===== src/rtl/sweep_pkg.sv =====
// shared constants for the frequency sweep ramp control block
`default_nettype none
package sweep_pkg;
   localparam int DATA_W = 24;                      // register and value width
   localparam int ADDR_W = 5;                       // register address width
   localparam int CTRL_W = 8;                       // control register width
   // register addresses
   localparam logic [4:0] ADDR_SWEEP_CONTROL = 5'h14;
   localparam logic [4:0] ADDR_SWEEP_INCREMENT = 5'h15;
   localparam logic [4:0] ADDR_SWEEP_INCREMENT_COUNT = 5'h16;
   localparam logic [4:0] ADDR_SWEEP_HOLD_TIME = 5'h17;
   // control register bit positions
   localparam int BIT_CLEAR_FLAGS = 0;
   localparam int BIT_ENABLE = 1;
   localparam int BIT_TRIGGER = 2;
   localparam int BIT_REPEAT = 3;
   localparam int BIT_BEGIN_DOWNWARD = 4;
   localparam int BIT_EXT_TRIGGER = 5;
   localparam int BIT_SINGLE_STEP = 6;
   localparam int BIT_ONE_DIRECTION = 7;
   // reset values
   localparam logic [7:0] RST_SWEEP_CONTROL = 8'h00;
   localparam logic [23:0] RST_SWEEP_INCREMENT = 24'h000800;
   localparam logic [23:0] RST_SWEEP_INCREMENT_COUNT = 24'h000800;
   localparam logic [23:0] RST_SWEEP_HOLD_TIME = 24'h000800;
   localparam logic [23:0] ZERO_WORD = 24'h000000;
   localparam logic [23:0] ONE_WORD = 24'h000001;
   // accumulator operations
   typedef enum logic [1:0] {ACC_HOLD, ACC_LOAD, ACC_STEP} acc_op_t;
   // sweep sequencer states
   typedef enum logic [1:0] {ST_IDLE, ST_RAMP, ST_HOLD, ST_DWELL} sweep_state_t;
endpackage : sweep_pkg
`default_nettype wire


===== src/rtl/sweep_regs.sv =====
// register file of the sweep block with write-triggered ramp start pulse
`default_nettype none
module sweep_regs
   import sweep_pkg::*;
(
   input wire logic clk,
   input wire logic rst,
   input wire logic wr_en,
   input wire logic [ADDR_W-1:0] addr,
   input wire logic [DATA_W-1:0] wdata,
   output logic [DATA_W-1:0] rdata_reg,
   output logic [CTRL_W-1:0] ctrl_reg,
   output logic [DATA_W-1:0] step_reg,
   output logic [DATA_W-1:0] count_reg,
   output logic [DATA_W-1:0] dwell_reg,
   output logic sw_trig_reg
);
   logic ctrl_wr; // write hits the control register

   assign ctrl_wr = wr_en && (addr == ADDR_SWEEP_CONTROL);

   // register writes, one per address
   always_ff @(posedge clk) begin
      if (rst) begin
         ctrl_reg <= RST_SWEEP_CONTROL;
         step_reg <= RST_SWEEP_INCREMENT;
         count_reg <= RST_SWEEP_INCREMENT_COUNT;
         dwell_reg <= RST_SWEEP_HOLD_TIME;
      end else if (wr_en) begin
         unique case (addr)
            ADDR_SWEEP_CONTROL: ctrl_reg <= wdata[CTRL_W-1:0];
            ADDR_SWEEP_INCREMENT: step_reg <= wdata;
            ADDR_SWEEP_INCREMENT_COUNT: count_reg <= wdata;
            ADDR_SWEEP_HOLD_TIME: dwell_reg <= wdata;
            default: ; // unmapped writes are dropped
         endcase
      end
   end

   // any control write with the trigger bit low fires a one-cycle trigger;
   // with the bit high the write is refused as a trigger
   always_ff @(posedge clk) begin
      if (rst) begin
         sw_trig_reg <= 1'b0;
      end else begin
         sw_trig_reg <= ctrl_wr && !wdata[BIT_TRIGGER];
      end
   end

   // registered read port, unmapped addresses read zero
   always_ff @(posedge clk) begin
      if (rst) begin
         rdata_reg <= ZERO_WORD;
      end else begin
         unique case (addr)
            ADDR_SWEEP_CONTROL: rdata_reg <= DATA_W'(ctrl_reg);
            ADDR_SWEEP_INCREMENT: rdata_reg <= step_reg;
            ADDR_SWEEP_INCREMENT_COUNT: rdata_reg <= count_reg;
            ADDR_SWEEP_HOLD_TIME: rdata_reg <= dwell_reg;
            default: rdata_reg <= ZERO_WORD;
         endcase
      end
   end
endmodule : sweep_regs
`default_nettype wire


===== src/rtl/sweep_accum.sv =====
// fractional value accumulator that steps up or down and reports wraps
`default_nettype none
module sweep_accum
   import sweep_pkg::*;
(
   input wire logic clk,
   input wire logic rst,
   input wire acc_op_t op,
   input wire logic down,
   input wire logic [DATA_W-1:0] step,
   input wire logic [DATA_W-1:0] load_val,
   output logic [DATA_W-1:0] frac_reg,
   output logic wrap_up,
   output logic wrap_dn
);
   logic [DATA_W:0] sum_ext; // one extra bit catches carry or borrow

   // the extra bit of the 25-bit result is the wrap indication
   always_comb begin
      if (down) begin
         sum_ext = {1'b0, frac_reg} - {1'b0, step};
      end else begin
         sum_ext = {1'b0, frac_reg} + {1'b0, step};
      end
      wrap_up = (op == ACC_STEP) && !down && sum_ext[DATA_W];
      wrap_dn = (op == ACC_STEP) && down && sum_ext[DATA_W];
   end

   // value update; a wrap still stores the truncated result
   always_ff @(posedge clk) begin
      if (rst) begin
         frac_reg <= ZERO_WORD;
      end else begin
         unique case (op)
            ACC_HOLD: frac_reg <= frac_reg;
            ACC_LOAD: frac_reg <= load_val;
            ACC_STEP: frac_reg <= sum_ext[DATA_W-1:0];
         endcase
      end
   end
endmodule : sweep_accum
`default_nettype wire


===== src/rtl/sweep_ramp_ctrl.sv =====
// top of the frequency sweep ramp control: sequencer, flags, pin trigger
// Function
// clear bit asynchronously clears wrap flags
// sweep runs only while enabled, else reset
// control write triggers unless trigger bit set
// repeat bit retriggers ramps automatically
// without repeat each ramp needs a trigger
// start direction bit picks first ramp direction
// pin trigger accepted when external enable set
// single step: one step per trigger, hold
// one direction: hop to start at end
// step count and size registers, reset 800h
// repeat mode dwells at ramp ends
// software keeps span within allowed range
// software sets modulator to feed-forward order
// bidirectional repeat reverses after dwell
// wrap past limits sets overflow or underflow
`default_nettype none
module sweep_ramp_ctrl
   import sweep_pkg::*;
(
   input wire logic CLK_SYS,
   input wire logic SYS_RST,
   input wire logic REG_WR_EN,
   input wire logic [ADDR_W-1:0] REG_ADDR,
   input wire logic [DATA_W-1:0] REG_WDATA,
   output logic [DATA_W-1:0] REG_RD_DATA,
   input wire logic GENERAL_OUTPUT_THREE,
   input wire logic [DATA_W-1:0] START_FRAC,
   output logic [DATA_W-1:0] SWEEP_FRAC,
   output logic RAMP_BUSY,
   output logic OVERFLOW_FLAG,
   output logic UNDERFLOW_FLAG
);
   logic [CTRL_W-1:0] ctrl_reg; // control register
   logic [DATA_W-1:0] step_reg; // step size
   logic [DATA_W-1:0] count_reg; // steps per ramp
   logic [DATA_W-1:0] dwell_reg; // dwell cycles
   logic sw_trig_reg; // write trigger pulse
   logic pin_reg; // previous pin level for edge detect
   logic trig; // combined trigger this cycle
   logic ramp_en, repeat_en, one_dir, single_step, ext_en, clr_flags;
   sweep_state_t state_reg, state_next; // sequencer state
   logic [DATA_W-1:0] left_reg, left_next; // steps left in ramp
   logic [DATA_W-1:0] dwell_left_reg, dwell_left_next; // dwell countdown
   logic dir_reg, dir_next; // 1 while ramping down
   acc_op_t acc_op; // accumulator request
   logic wrap_up, wrap_dn; // wrap indications from accumulator
   logic ramp_end; // ramp has no steps left
   logic fresh_reg; // no ramp taken since the sweep was enabled

   // decoded control bits
   assign ramp_en = ctrl_reg[BIT_ENABLE];
   assign repeat_en = ctrl_reg[BIT_REPEAT];
   assign one_dir = ctrl_reg[BIT_ONE_DIRECTION];
   assign single_step = ctrl_reg[BIT_SINGLE_STEP];
   assign ext_en = ctrl_reg[BIT_EXT_TRIGGER];
   assign clr_flags = ctrl_reg[BIT_CLEAR_FLAGS];
   assign ramp_end = (left_reg == ZERO_WORD);

   sweep_regs u_regs (
      .clk(CLK_SYS),
      .rst(SYS_RST),
      .wr_en(REG_WR_EN),
      .addr(REG_ADDR),
      .wdata(REG_WDATA),
      .rdata_reg(REG_RD_DATA),
      .ctrl_reg(ctrl_reg),
      .step_reg(step_reg),
      .count_reg(count_reg),
      .dwell_reg(dwell_reg),
      .sw_trig_reg(sw_trig_reg)
   );

   sweep_accum u_accum (
      .clk(CLK_SYS),
      .rst(SYS_RST),
      .op(acc_op),
      .down(dir_reg),
      .step(step_reg),
      .load_val(START_FRAC),
      .frac_reg(SWEEP_FRAC),
      .wrap_up(wrap_up),
      .wrap_dn(wrap_dn)
   );

   // pin history; the pin is already synchronous to the clock
   always_ff @(posedge CLK_SYS) begin
      if (SYS_RST) begin
         pin_reg <= 1'b0;
      end else begin
         pin_reg <= GENERAL_OUTPUT_THREE;
      end
   end

   // a rising pin edge counts only while the pin trigger is enabled
   assign trig = sw_trig_reg ||
      (ext_en && GENERAL_OUTPUT_THREE && !pin_reg);

   // sequencer next-state logic
   always_comb begin
      state_next = state_reg;
      left_next = left_reg;
      dwell_left_next = dwell_left_reg;
      dir_next = dir_reg;
      acc_op = ACC_HOLD;
      if (!ramp_en) begin
         // disabled: held in reset, value parked on the start frequency
         state_next = ST_IDLE;
         left_next = ZERO_WORD;
         dwell_left_next = ZERO_WORD;
         dir_next = ctrl_reg[BIT_BEGIN_DOWNWARD];
         acc_op = ACC_LOAD;
      end else begin
         unique case (state_reg)
            ST_IDLE: begin
               // every ramp out of idle waits for a trigger
               if (trig) begin
                  state_next = ST_RAMP;
                  left_next = count_reg;
                  // the enabling write and the start bit land together,
                  // so the first direction is taken here as well as while off
                  if (fresh_reg) begin
                     dir_next = ctrl_reg[BIT_BEGIN_DOWNWARD];
                  end
               end
            end
            ST_RAMP: begin
               if (!ramp_end) begin
                  acc_op = ACC_STEP;
                  left_next = left_reg - ONE_WORD;
                  if (single_step) begin
                     state_next = ST_HOLD;
                  end
               end else begin
                  if (one_dir) begin
                     acc_op = ACC_LOAD;
                  end else begin
                     dir_next = !dir_reg;
                  end
                  if (repeat_en) begin
                     state_next = ST_DWELL;
                     dwell_left_next = dwell_reg;
                  end else begin
                     state_next = ST_IDLE;
                  end
               end
            end
            ST_HOLD: begin
               // frequency held until the next trigger
               if (trig) begin
                  state_next = ST_RAMP;
               end
            end
            ST_DWELL: begin
               if (dwell_left_reg <= ONE_WORD) begin
                  state_next = ST_RAMP;
                  left_next = count_reg;
               end else begin
                  dwell_left_next = dwell_left_reg - ONE_WORD;
               end
            end
         endcase
      end
   end

   // sequencer registers
   always_ff @(posedge CLK_SYS) begin
      if (SYS_RST) begin
         state_reg <= ST_IDLE;
         left_reg <= ZERO_WORD;
         dwell_left_reg <= ZERO_WORD;
         dir_reg <= 1'b0;
      end else begin
         state_reg <= state_next;
         left_reg <= left_next;
         dwell_left_reg <= dwell_left_next;
         dir_reg <= dir_next;
      end
   end

   // busy flag follows the next state so it stays a plain flop
   always_ff @(posedge CLK_SYS) begin
      if (SYS_RST) begin
         RAMP_BUSY <= 1'b0;
      end else begin
         RAMP_BUSY <= (state_next != ST_IDLE);
      end
   end

   // first-ramp marker: set while disabled, dropped once a ramp is taken;
   // later ramps keep the direction left at the last ramp end instead
   always_ff @(posedge CLK_SYS) begin
      if (SYS_RST) begin
         fresh_reg <= 1'b1;
      end else if (!ramp_en) begin
         fresh_reg <= 1'b1;
      end else if (state_reg == ST_IDLE && trig) begin
         fresh_reg <= 1'b0;
      end
   end

   // wrap flags: the clear bit acts without the clock and wins while high,
   // so a wrap in that window is lost by design
   always_ff @(posedge CLK_SYS or posedge clr_flags) begin
      if (clr_flags) begin
         OVERFLOW_FLAG <= 1'b0;
         UNDERFLOW_FLAG <= 1'b0;
      end else if (SYS_RST) begin
         OVERFLOW_FLAG <= 1'b0;
         UNDERFLOW_FLAG <= 1'b0;
      end else begin
         OVERFLOW_FLAG <= OVERFLOW_FLAG || wrap_up;
         UNDERFLOW_FLAG <= UNDERFLOW_FLAG || wrap_dn;
      end
   end

   // checks kept beside the logic they guard
   a_clear_flags: assert property (
      @(posedge CLK_SYS) disable iff (SYS_RST)
      clr_flags |-> !OVERFLOW_FLAG && !UNDERFLOW_FLAG)
      else $error("wrap flag set while clear bit high");

   a_disable_idle: assert property (
      @(posedge CLK_SYS) disable iff (SYS_RST)
      !ramp_en |=> !RAMP_BUSY && SWEEP_FRAC == $past(START_FRAC))
      else $error("sweep active while disabled");

   a_trig_refused: assert property (
      @(posedge CLK_SYS) disable iff (SYS_RST)
      state_reg == ST_IDLE && ramp_en && REG_WR_EN && !ext_en &&
      REG_ADDR == ADDR_SWEEP_CONTROL && REG_WDATA[BIT_TRIGGER] &&
      !sw_trig_reg ##1 ramp_en |-> state_reg == ST_IDLE)
      else $error("ramp started on write with trigger bit set");

   a_write_starts: assert property (
      @(posedge CLK_SYS) disable iff (SYS_RST)
      state_reg == ST_IDLE && ramp_en && sw_trig_reg
      |=> state_reg == ST_RAMP && left_reg == $past(count_reg))
      else $error("control write did not start a ramp");

   a_repeat_retrig: assert property (
      @(posedge CLK_SYS) disable iff (SYS_RST)
      ramp_en && state_reg == ST_DWELL && dwell_left_reg <= ONE_WORD
      |=> state_reg == ST_RAMP)
      else $error("repeat mode failed to retrigger");

   a_no_repeat_idle: assert property (
      @(posedge CLK_SYS) disable iff (SYS_RST)
      ramp_en && state_reg == ST_RAMP && ramp_end && !repeat_en
      |=> state_reg == ST_IDLE)
      else $error("ramp continued without repeat or trigger");

   // the direction taken by the first ramp after enabling
   a_first_dir: assert property (
      @(posedge CLK_SYS) disable iff (SYS_RST)
      ramp_en && state_reg == ST_IDLE && trig && fresh_reg
      |=> dir_reg == $past(ctrl_reg[BIT_BEGIN_DOWNWARD]))
      else $error("first ramp direction wrong");

   // while disabled the direction follows the start bit
   a_off_dir: assert property (
      @(posedge CLK_SYS) disable iff (SYS_RST)
      !ramp_en |=> dir_reg == $past(ctrl_reg[BIT_BEGIN_DOWNWARD]))
      else $error("direction not parked while disabled");

   a_pin_trigger: assert property (
      @(posedge CLK_SYS) disable iff (SYS_RST)
      state_reg == ST_IDLE && ramp_en && ext_en && $rose(GENERAL_OUTPUT_THREE)
      |=> RAMP_BUSY)
      else $error("pin trigger ignored");

   a_single_hold: assert property (
      @(posedge CLK_SYS) disable iff (SYS_RST)
      ramp_en && state_reg == ST_HOLD && !trig
      |=> $stable(SWEEP_FRAC))
      else $error("frequency moved while holding a single step");

   a_one_dir_hop: assert property (
      @(posedge CLK_SYS) disable iff (SYS_RST)
      ramp_en && state_reg == ST_RAMP && ramp_end && one_dir
      |=> SWEEP_FRAC == $past(START_FRAC) && dir_reg == $past(dir_reg))
      else $error("one-direction ramp did not hop to start");

   a_step_size: assert property (
      @(posedge CLK_SYS) disable iff (SYS_RST)
      ramp_en && state_reg == ST_RAMP && !ramp_end |=> SWEEP_FRAC ==
      ($past(dir_reg) ? $past(SWEEP_FRAC) - $past(step_reg)
                      : $past(SWEEP_FRAC) + $past(step_reg)))
      else $error("step applied with wrong size");

   a_dwell_load: assert property (
      @(posedge CLK_SYS) disable iff (SYS_RST)
      ramp_en && state_reg == ST_RAMP && ramp_end && repeat_en
      |=> state_reg == ST_DWELL && dwell_left_reg == $past(dwell_reg))
      else $error("dwell not started at ramp end");

   // the frequency must not move while dwelling at a ramp end
   a_dwell_hold: assert property (
      @(posedge CLK_SYS) disable iff (SYS_RST)
      ramp_en && state_reg == ST_DWELL |=> $stable(SWEEP_FRAC))
      else $error("frequency moved during dwell");

   a_reverse_dir: assert property (
      @(posedge CLK_SYS) disable iff (SYS_RST)
      ramp_en && state_reg == ST_RAMP && ramp_end && !one_dir
      |=> dir_reg != $past(dir_reg))
      else $error("bidirectional ramp did not reverse");

   a_wrap_flag: assert property (
      @(posedge CLK_SYS) disable iff (SYS_RST)
      wrap_up && !clr_flags ##1 !clr_flags |-> OVERFLOW_FLAG)
      else $error("overflow not flagged");

   a_under_flag: assert property (
      @(posedge CLK_SYS) disable iff (SYS_RST)
      wrap_dn && !clr_flags ##1 !clr_flags |-> UNDERFLOW_FLAG)
      else $error("underflow not flagged");
endmodule : sweep_ramp_ctrl
`default_nettype wire


===== config.mk =====
export PLATFORM = sky130hd
export DESIGN_NAME = sweep_ramp_ctrl
export DESIGN_NICKNAME = d
export VERILOG_FILES = /design/src/rtl/sweep_pkg.sv /design/src/rtl/sweep_regs.sv /design/src/rtl/sweep_accum.sv /design/src/rtl/sweep_ramp_ctrl.sv
export SDC_FILE = /design/constraint.sdc
export NUM_CORES = 1
export LEC_CHECK = 0
export BUFFER_PORTS_ARGS = -buffer_cell sky130_fd_sc_hd__buf_2
export CAP_MARGIN = 40
export CORE_MARGIN = 3
export CORE_UTILIZATION = 40
export DETAILED_ROUTE_END_ITERATION = 6
export GPL_TIMING_DRIVEN = 0
export MAX_ROUTING_LAYER = met4
export PLACE_DENSITY_LB_ADDON = 0.05
export SLEW_MARGIN = 20
export SYNTH_ARGS = -nofsm -noshare
export SYNTH_HDL_FRONTEND = slang
export SYNTH_SLANG_ARGS = --single-unit

===== constraint.sdc =====
create_clock -name CLK_SYS -period 4 [get_ports CLK_SYS]
set_input_delay 0.8 -clock CLK_SYS [delete_from_list [all_inputs] [get_ports CLK_SYS]]
set_output_delay 0.8 -clock CLK_SYS [all_outputs]
set_load 0.03 [all_outputs]

Word-level counts from Yosys, hierarchy flattened. Cells that the tools add are included. Widths: inputs -> output; s select.

Shift-type cells: 0. Multiplexer cells: 30. Bitwise logic cells: 1. Reduce and logical (&&, ||, !) cells: 30. Magnitude comparators: 1. Eq/ne operators: 20. Divide/modulo/power cells: 0. $mul: 0. $add $sub $neg: 4.

Operators with widths (count): $mux 24 (6); $pmux 24 s2 (2); $pmux 24 s4 (1); $pmux 24 s3 (1); $sub 24x1->24 const B (2); $add 24x24->25 (1); $mux 25 (1); $sub 24x24->25 (1); $le 24x1->1 const B (1); $logic_not 24->1 (1); $eq 5x5->1 const B (4); $mux 2 (9); $ne 3x3->1 const B (5); $ne 2x2->1 const B (5); $logic_and 1x1->1 (9); $mux 1 (8); $reduce_and 2->1 (4); $reduce_and 4->1 (2); $eq 2x2->1 const B (3); $pmux 2 s3 (1); $reduce_and 5->1 (1); $eq 2x1->1 const B (2); $logic_not 2->1 (2); $reduce_bool 2->1 (2); 7 further kinds (12).

Word-level logic and storage cells: 102. Flip-flop bits (word level): 185. ROM bits: 0. Memory bits (writable): 0. Input port bits: 57. Latch bits: 0. Memories kept: 0.

Depth between registers and ports, before layout.
Depth after elaboration: 9. Gate-level depth with buffers: 18.

Hierarchy. From an unflattened synthesis, not the netlist that was laid out.

Cell total of the unflattened synthesis: 1351. Area total of the unflattened synthesis: 10815.4 um^2.

By module, submodules not included: sweep_regs (instances 1, area an instance 4451.8 um^2, cells an instance 481, seq. area each 2102.0 um^2); sweep_ramp_ctrl (instances 1, area an instance 3477.1 um^2, cells an instance 478, seq. area each 1131.1 um^2); sweep_accum (instances 1, area an instance 2886.5 um^2, cells an instance 392, seq. area each 480.5 um^2).

Worst setup path before layout. OpenSTA, ideal clock, no wires.

Kind: register to register. From: register u_regs.step_reg[3]. To: register u_accum.frac_reg[20]. Cell stages (with the launch flop): 17. Required time: 3.872 ns. Buffers on the path: 1. Arrival time: 3.688 ns. Slack: 0.184 ns. Library setup time: 0.128 ns. Clock period less this slack: 3.816 ns. Path through: dfxtp_1 clkbuf_1 or4_1 nor4_1 nand2_1 nor4_1 nor2_1 xnor2_1 ha_1 inv_1 o21bai_1 a21o_1 a21o_1 a221oi_1 xnor2_1 a222oi_1 nor2_1.

Longest elaborated chain between the ends: 3. Elaborated cells on any way between the ends: 4. Those cells by class: add/sub (2); mux (2).

RTL lines: start: declaration (line sweep_regs.sv:13) `output logic [DATA_W-1:0] step_reg,`; start signal: assignment (line sweep_regs.sv:32) `ADDR_SWEEP_INCREMENT: step_reg <= wdata;`; $add 24x24->25 or $sub 24x24->25 (tied branches) (line sweep_accum.sv:23, sweep_accum.sv:21); $mux 25 (*) (line sweep_accum.sv:20) `if (down) begin`; $pmux 24 s2 (*) (line sweep_accum.sv:34) `unique case (op)`; end signal: assignment (line sweep_accum.sv:35) `ACC_HOLD: frac_reg <= frac_reg;`; end signal: assignment (line sweep_accum.sv:36) `ACC_LOAD: frac_reg <= load_val;`; end signal: assignment (line sweep_accum.sv:37) `ACC_STEP: frac_reg <= sum_ext[DATA_W-1:0];`; end: declaration (line sweep_accum.sv:12) `output logic [DATA_W-1:0] frac_reg,`.

Every way passes the cells marked *; elsewhere a longest branch is shown, timed or not. A chain may end at the register's enable or synchronous reset.

Final worst setup path.
From: register u_regs.step_reg[4]. To: register u_accum.frac_reg[20].

Same word-level chain as after synthesis.

==> reports/metrics.cfg <==
[clock_network]
tritoncts = yes
root_buffer = sky130_fd_sc_hd__clkbuf_16
cts-root-to-sink-buffers = 2
numCtsBuffers = 17
htree_num_levels = 4
clock_sinks = 185
clock_transition_at_the_register_clock_pins_on_the_worst_setup_and_hold_paths_after_cts_ns = 0.07
worstSkewPairLatency_ns = 0.44

[yosys]
asyncSetResetFlopFracSynth_pct = 1.08
ys_seq_elements = 185
synth-edff-count = 0
synth_cell_types = 65
synth_flop_cell = sky130_fd_sc_hd__dfxtp_1
ys_seq_area_share_pct = 37.2
syn-instance-count = 1322
yosys_warn_count = 0
synthesis.area_sq_um = 9990
syn-num-nets = 1408
syn-mean-instance-area_sq_um = 7.55

[sta]
final_max_tran_viols = 0
fin_skew_ns = 0.0115
hold-worst-slack_ns = 0.0807
setup_viol = 0
number_of_hold_violations_in_the_final_report = 0
finalWorstPathRequiredPeriod_ns = 3.79
maxClockFrequency_ghz = 0.264
grt_setup_unrepaired = no
slew_headroom_pct = 41.2
finalWorstSetupSlack_ns = 0.215
fin_tns_setup_ns = 0
period_share_pct = 94.6
max_slew.worst_pin.slew_ns = 0.882

[global_route]
grt_overflow = 0
grt_pass1_vias = 9517
grtUsageTotal_pct = 27.5
wire_length_of_the_first_global_routing_pass_um = 55200
antenna_found_initial = 0
maximum_number_of_pins_on_one_net_before_global_route_repair = 17

[route]
wirelength_um = 36000
drt.antenna.violating_nets = 0
via_count = 10200
firstDrtPassIters = 6
remaining_drc_errors = 0
wire_per_inst_um = 20.2
post_drt_via_cell_ratio = 5.69
detail_route.iter0.violations = 997

[run]
maxCapViolations = 0

[power_and_ir_drop]
power-per-cell-area_nw_per_um2 = 353
ir_drop_mv = 0.219
cellLeakagePower_uw = 0.00432

[final_layout]
nets = 1535
layout-area-overhead-vs-synth_pct = 16.9
insertedDiodeCount = 0
share_of_final_layout_standard_cells_stronger_than_drive_strength_1_pct = 13.8
filler_cell_count = 2523

[die]
placeableCoreArea_sq_um = 24500
die_y_um = 164
floorplan.die_area_sq_um = 26900
fp-row-count = 57
floorplan.io_pins = 108
initial_utilization_pct = 40.8
die_w_um = 164

[critical_path]
critical_path_required_ns = 4.31
crit_path_end_kind = register
critical_path_class = register to register
crit_arrival_ns = 4.10
crit_path_max_fanout = 8
worst-r2r-cell-count = 14
startpoint_type = register

[placement]
place_congestion = 0.898
dp_worst_setup_slack_ns = -0.728
place.detailed.hpwl_um = 27300
buffer_ports.inserted = 106

[hold_path]
worstHoldPathType = register to async pin

[outcome]
run_status = finished clean

==> where the power goes <==
group | leakage, uW | switching, uW | internal, uW | total [uW]
Combinational | 0.00252 | 245 | 139 | 383
Clock | 0.000288 | 779 | 1080 | 1860
Sequential | 0.00151 | 23.0 | 1860 | 1880
==> final timing paths <==
check,from,to,slack (ns)
max,u_regs.step_reg[4],u_accum.frac_reg[20],0.21
min,u_regs.ctrl_reg[0],UNDERFLOW_FLAG,0.08
max reg2reg,u_regs.step_reg[4],u_accum.frac_reg[20],0.21
min reg2reg,u_regs.ctrl_reg[0],UNDERFLOW_FLAG,0.08
max in group asynchronous,u_regs.ctrl_reg[0],OVERFLOW_FLAG,3.78
min in group CLK_SYS,fresh_reg,fresh_reg,0.45
==> layer usage <==
metal  track usage [%]  wire length (um)
met5                 -                 0
met4              8.57               937
met3              5.70              2560
met2              40.3             15400
met1              38.2             17100
==> synth_stat cells, types with 7 or more instances <==
library cell | n | area share (%)
sky130_fd_sc_hd__nand2b_1 | 8 | 0.50
sky130_fd_sc_hd__buf_6 | 7 | 0.79
sky130_fd_sc_hd__buf_1 | 8 | 0.30
sky130_fd_sc_hd__dfxtp_1 | 183 | 37
sky130_fd_sc_hd__a21o_1 | 15 | 1.1
sky130_fd_sc_hd__a31oi_1 | 12 | 0.75
sky130_fd_sc_hd__xor2_1 | 9 | 0.79
sky130_fd_sc_hd__a211oi_1 | 27 | 2.0
sky130_fd_sc_hd__nor2_1 | 150 | 5.6
sky130_fd_sc_hd__a21oi_1 | 174 | 8.7
sky130_fd_sc_hd__nor4_1 | 13 | 0.81
sky130_fd_sc_hd__inv_1 | 27 | 1.0
sky130_fd_sc_hd__o22ai_1 | 7 | 0.44
sky130_fd_sc_hd__ha_1 | 28 | 3.5
sky130_fd_sc_hd__nor3_1 | 37 | 1.9
sky130_fd_sc_hd__nand3_1 | 26 | 1.3
sky130_fd_sc_hd__a22oi_1 | 12 | 0.90
sky130_fd_sc_hd__mux2i_1 | 27 | 2.7
sky130_fd_sc_hd__mux2_2 | 8 | 0.90
sky130_fd_sc_hd__xnor2_1 | 30 | 2.6
sky130_fd_sc_hd__or4_1 | 7 | 0.53
sky130_fd_sc_hd__nand2_1 | 240 | 9.0
sky130_fd_sc_hd__o21ai_0 | 70 | 3.5
sky130_fd_sc_hd__a222oi_1 | 9 | 0.90
sky130_fd_sc_hd__clkbuf_1 | 74 | 2.8
==> cells in the final DEF (no fill, tap or decap), types with 27 or more instances in the layout <==
| cell type | synthesis | final |
|---|---|---|
| sky130_fd_sc_hd__a211oi_1 | 27 | 27 |
| sky130_fd_sc_hd__a21oi_1 | 174 | 170 |
| sky130_fd_sc_hd__buf_2 | 1 | 109 |
| sky130_fd_sc_hd__clkbuf_1 | 74 | 73 |
| sky130_fd_sc_hd__dfxtp_1 | 183 | 180 |
| sky130_fd_sc_hd__ha_1 | 28 | 27 |
| sky130_fd_sc_hd__inv_1 | 27 | 27 |
| sky130_fd_sc_hd__mux2i_1 | 27 | 27 |
| sky130_fd_sc_hd__nand2_1 | 240 | 240 |
| sky130_fd_sc_hd__nor2_1 | 150 | 150 |
| sky130_fd_sc_hd__nor3_1 | 37 | 37 |
| sky130_fd_sc_hd__o21ai_0 | 70 | 66 |
| sky130_fd_sc_hd__xnor2_1 | 30 | 30 |
==> worst max-delay path, stage by stage, from the launching register on <==
cell and delay, ns:
sky130_fd_sc_hd__dfxtp_4 0.37, sky130_fd_sc_hd__or4_4 0.58, sky130_fd_sc_hd__nor4b_4 0.38, sky130_fd_sc_hd__and2_4 0.22, sky130_fd_sc_hd__a21oi_1 0.07, sky130_fd_sc_hd__xnor2_1 0.22
sky130_fd_sc_hd__ha_1 0.35, sky130_fd_sc_hd__a21oi_2 0.20, sky130_fd_sc_hd__o21bai_1 0.09, sky130_fd_sc_hd__a21o_1 0.19, sky130_fd_sc_hd__a21o_1 0.19, sky130_fd_sc_hd__a221oi_2 0.32
sky130_fd_sc_hd__xnor2_1 0.10, sky130_fd_sc_hd__a222oi_1 0.29, sky130_fd_sc_hd__nor2_1 0.07
==> timing repair <==
item	CTS	global route
setup endpoints to repair	12	12
resized for setup	10	19
setup buffers	0	3
hold buffers	0	0
pin swaps	1	8
hold endpoints to repair	0	0
==> cell families after synthesis <==
kind of cell,share of synthesized area [%]
muxes,3.61
xor gates and xnor gates,3.42
adders and majority gates,3.71
DFF,37.2
and+or+nand+nor,23.2
buffers and inverters,5.12
AOI/OAI and AO/OA,23.8
==> final cells by class <==
class                      count  area, sq um  share of cell area, %
multi-input combinational   1017         5860                   50.1
timing repair buffer         111          566                   4.84
inverter                      28          105                  0.900
clock inverter                10          166                   1.43
buffer                        89          397                   3.40
clock buffer                  21          460                   3.94
sequential                   185         3720                   31.9
tap                          324          405                   3.47
==> metrics by stage <==
| stage | utilization [%] | cells | total power (uW) | instance area (sq um) |
|---|---|---|---|---|
| after floorplan | - | 1322 | 2160 | 9990 |
| after global placement | 44.6 | 1752 | 2290 | 10900 |
| after detailed placement | 44.7 | 1754 | 2290 | 10900 |
| after CTS | 47.5 | 1783 | 4130 | 11600 |
| after global routing | 47.7 | 1785 | 4250 | 11700 |
| final | 47.7 | 1785 | 4130 | 11700 |
Note: power is estimated with default switching activity, not from simulation.
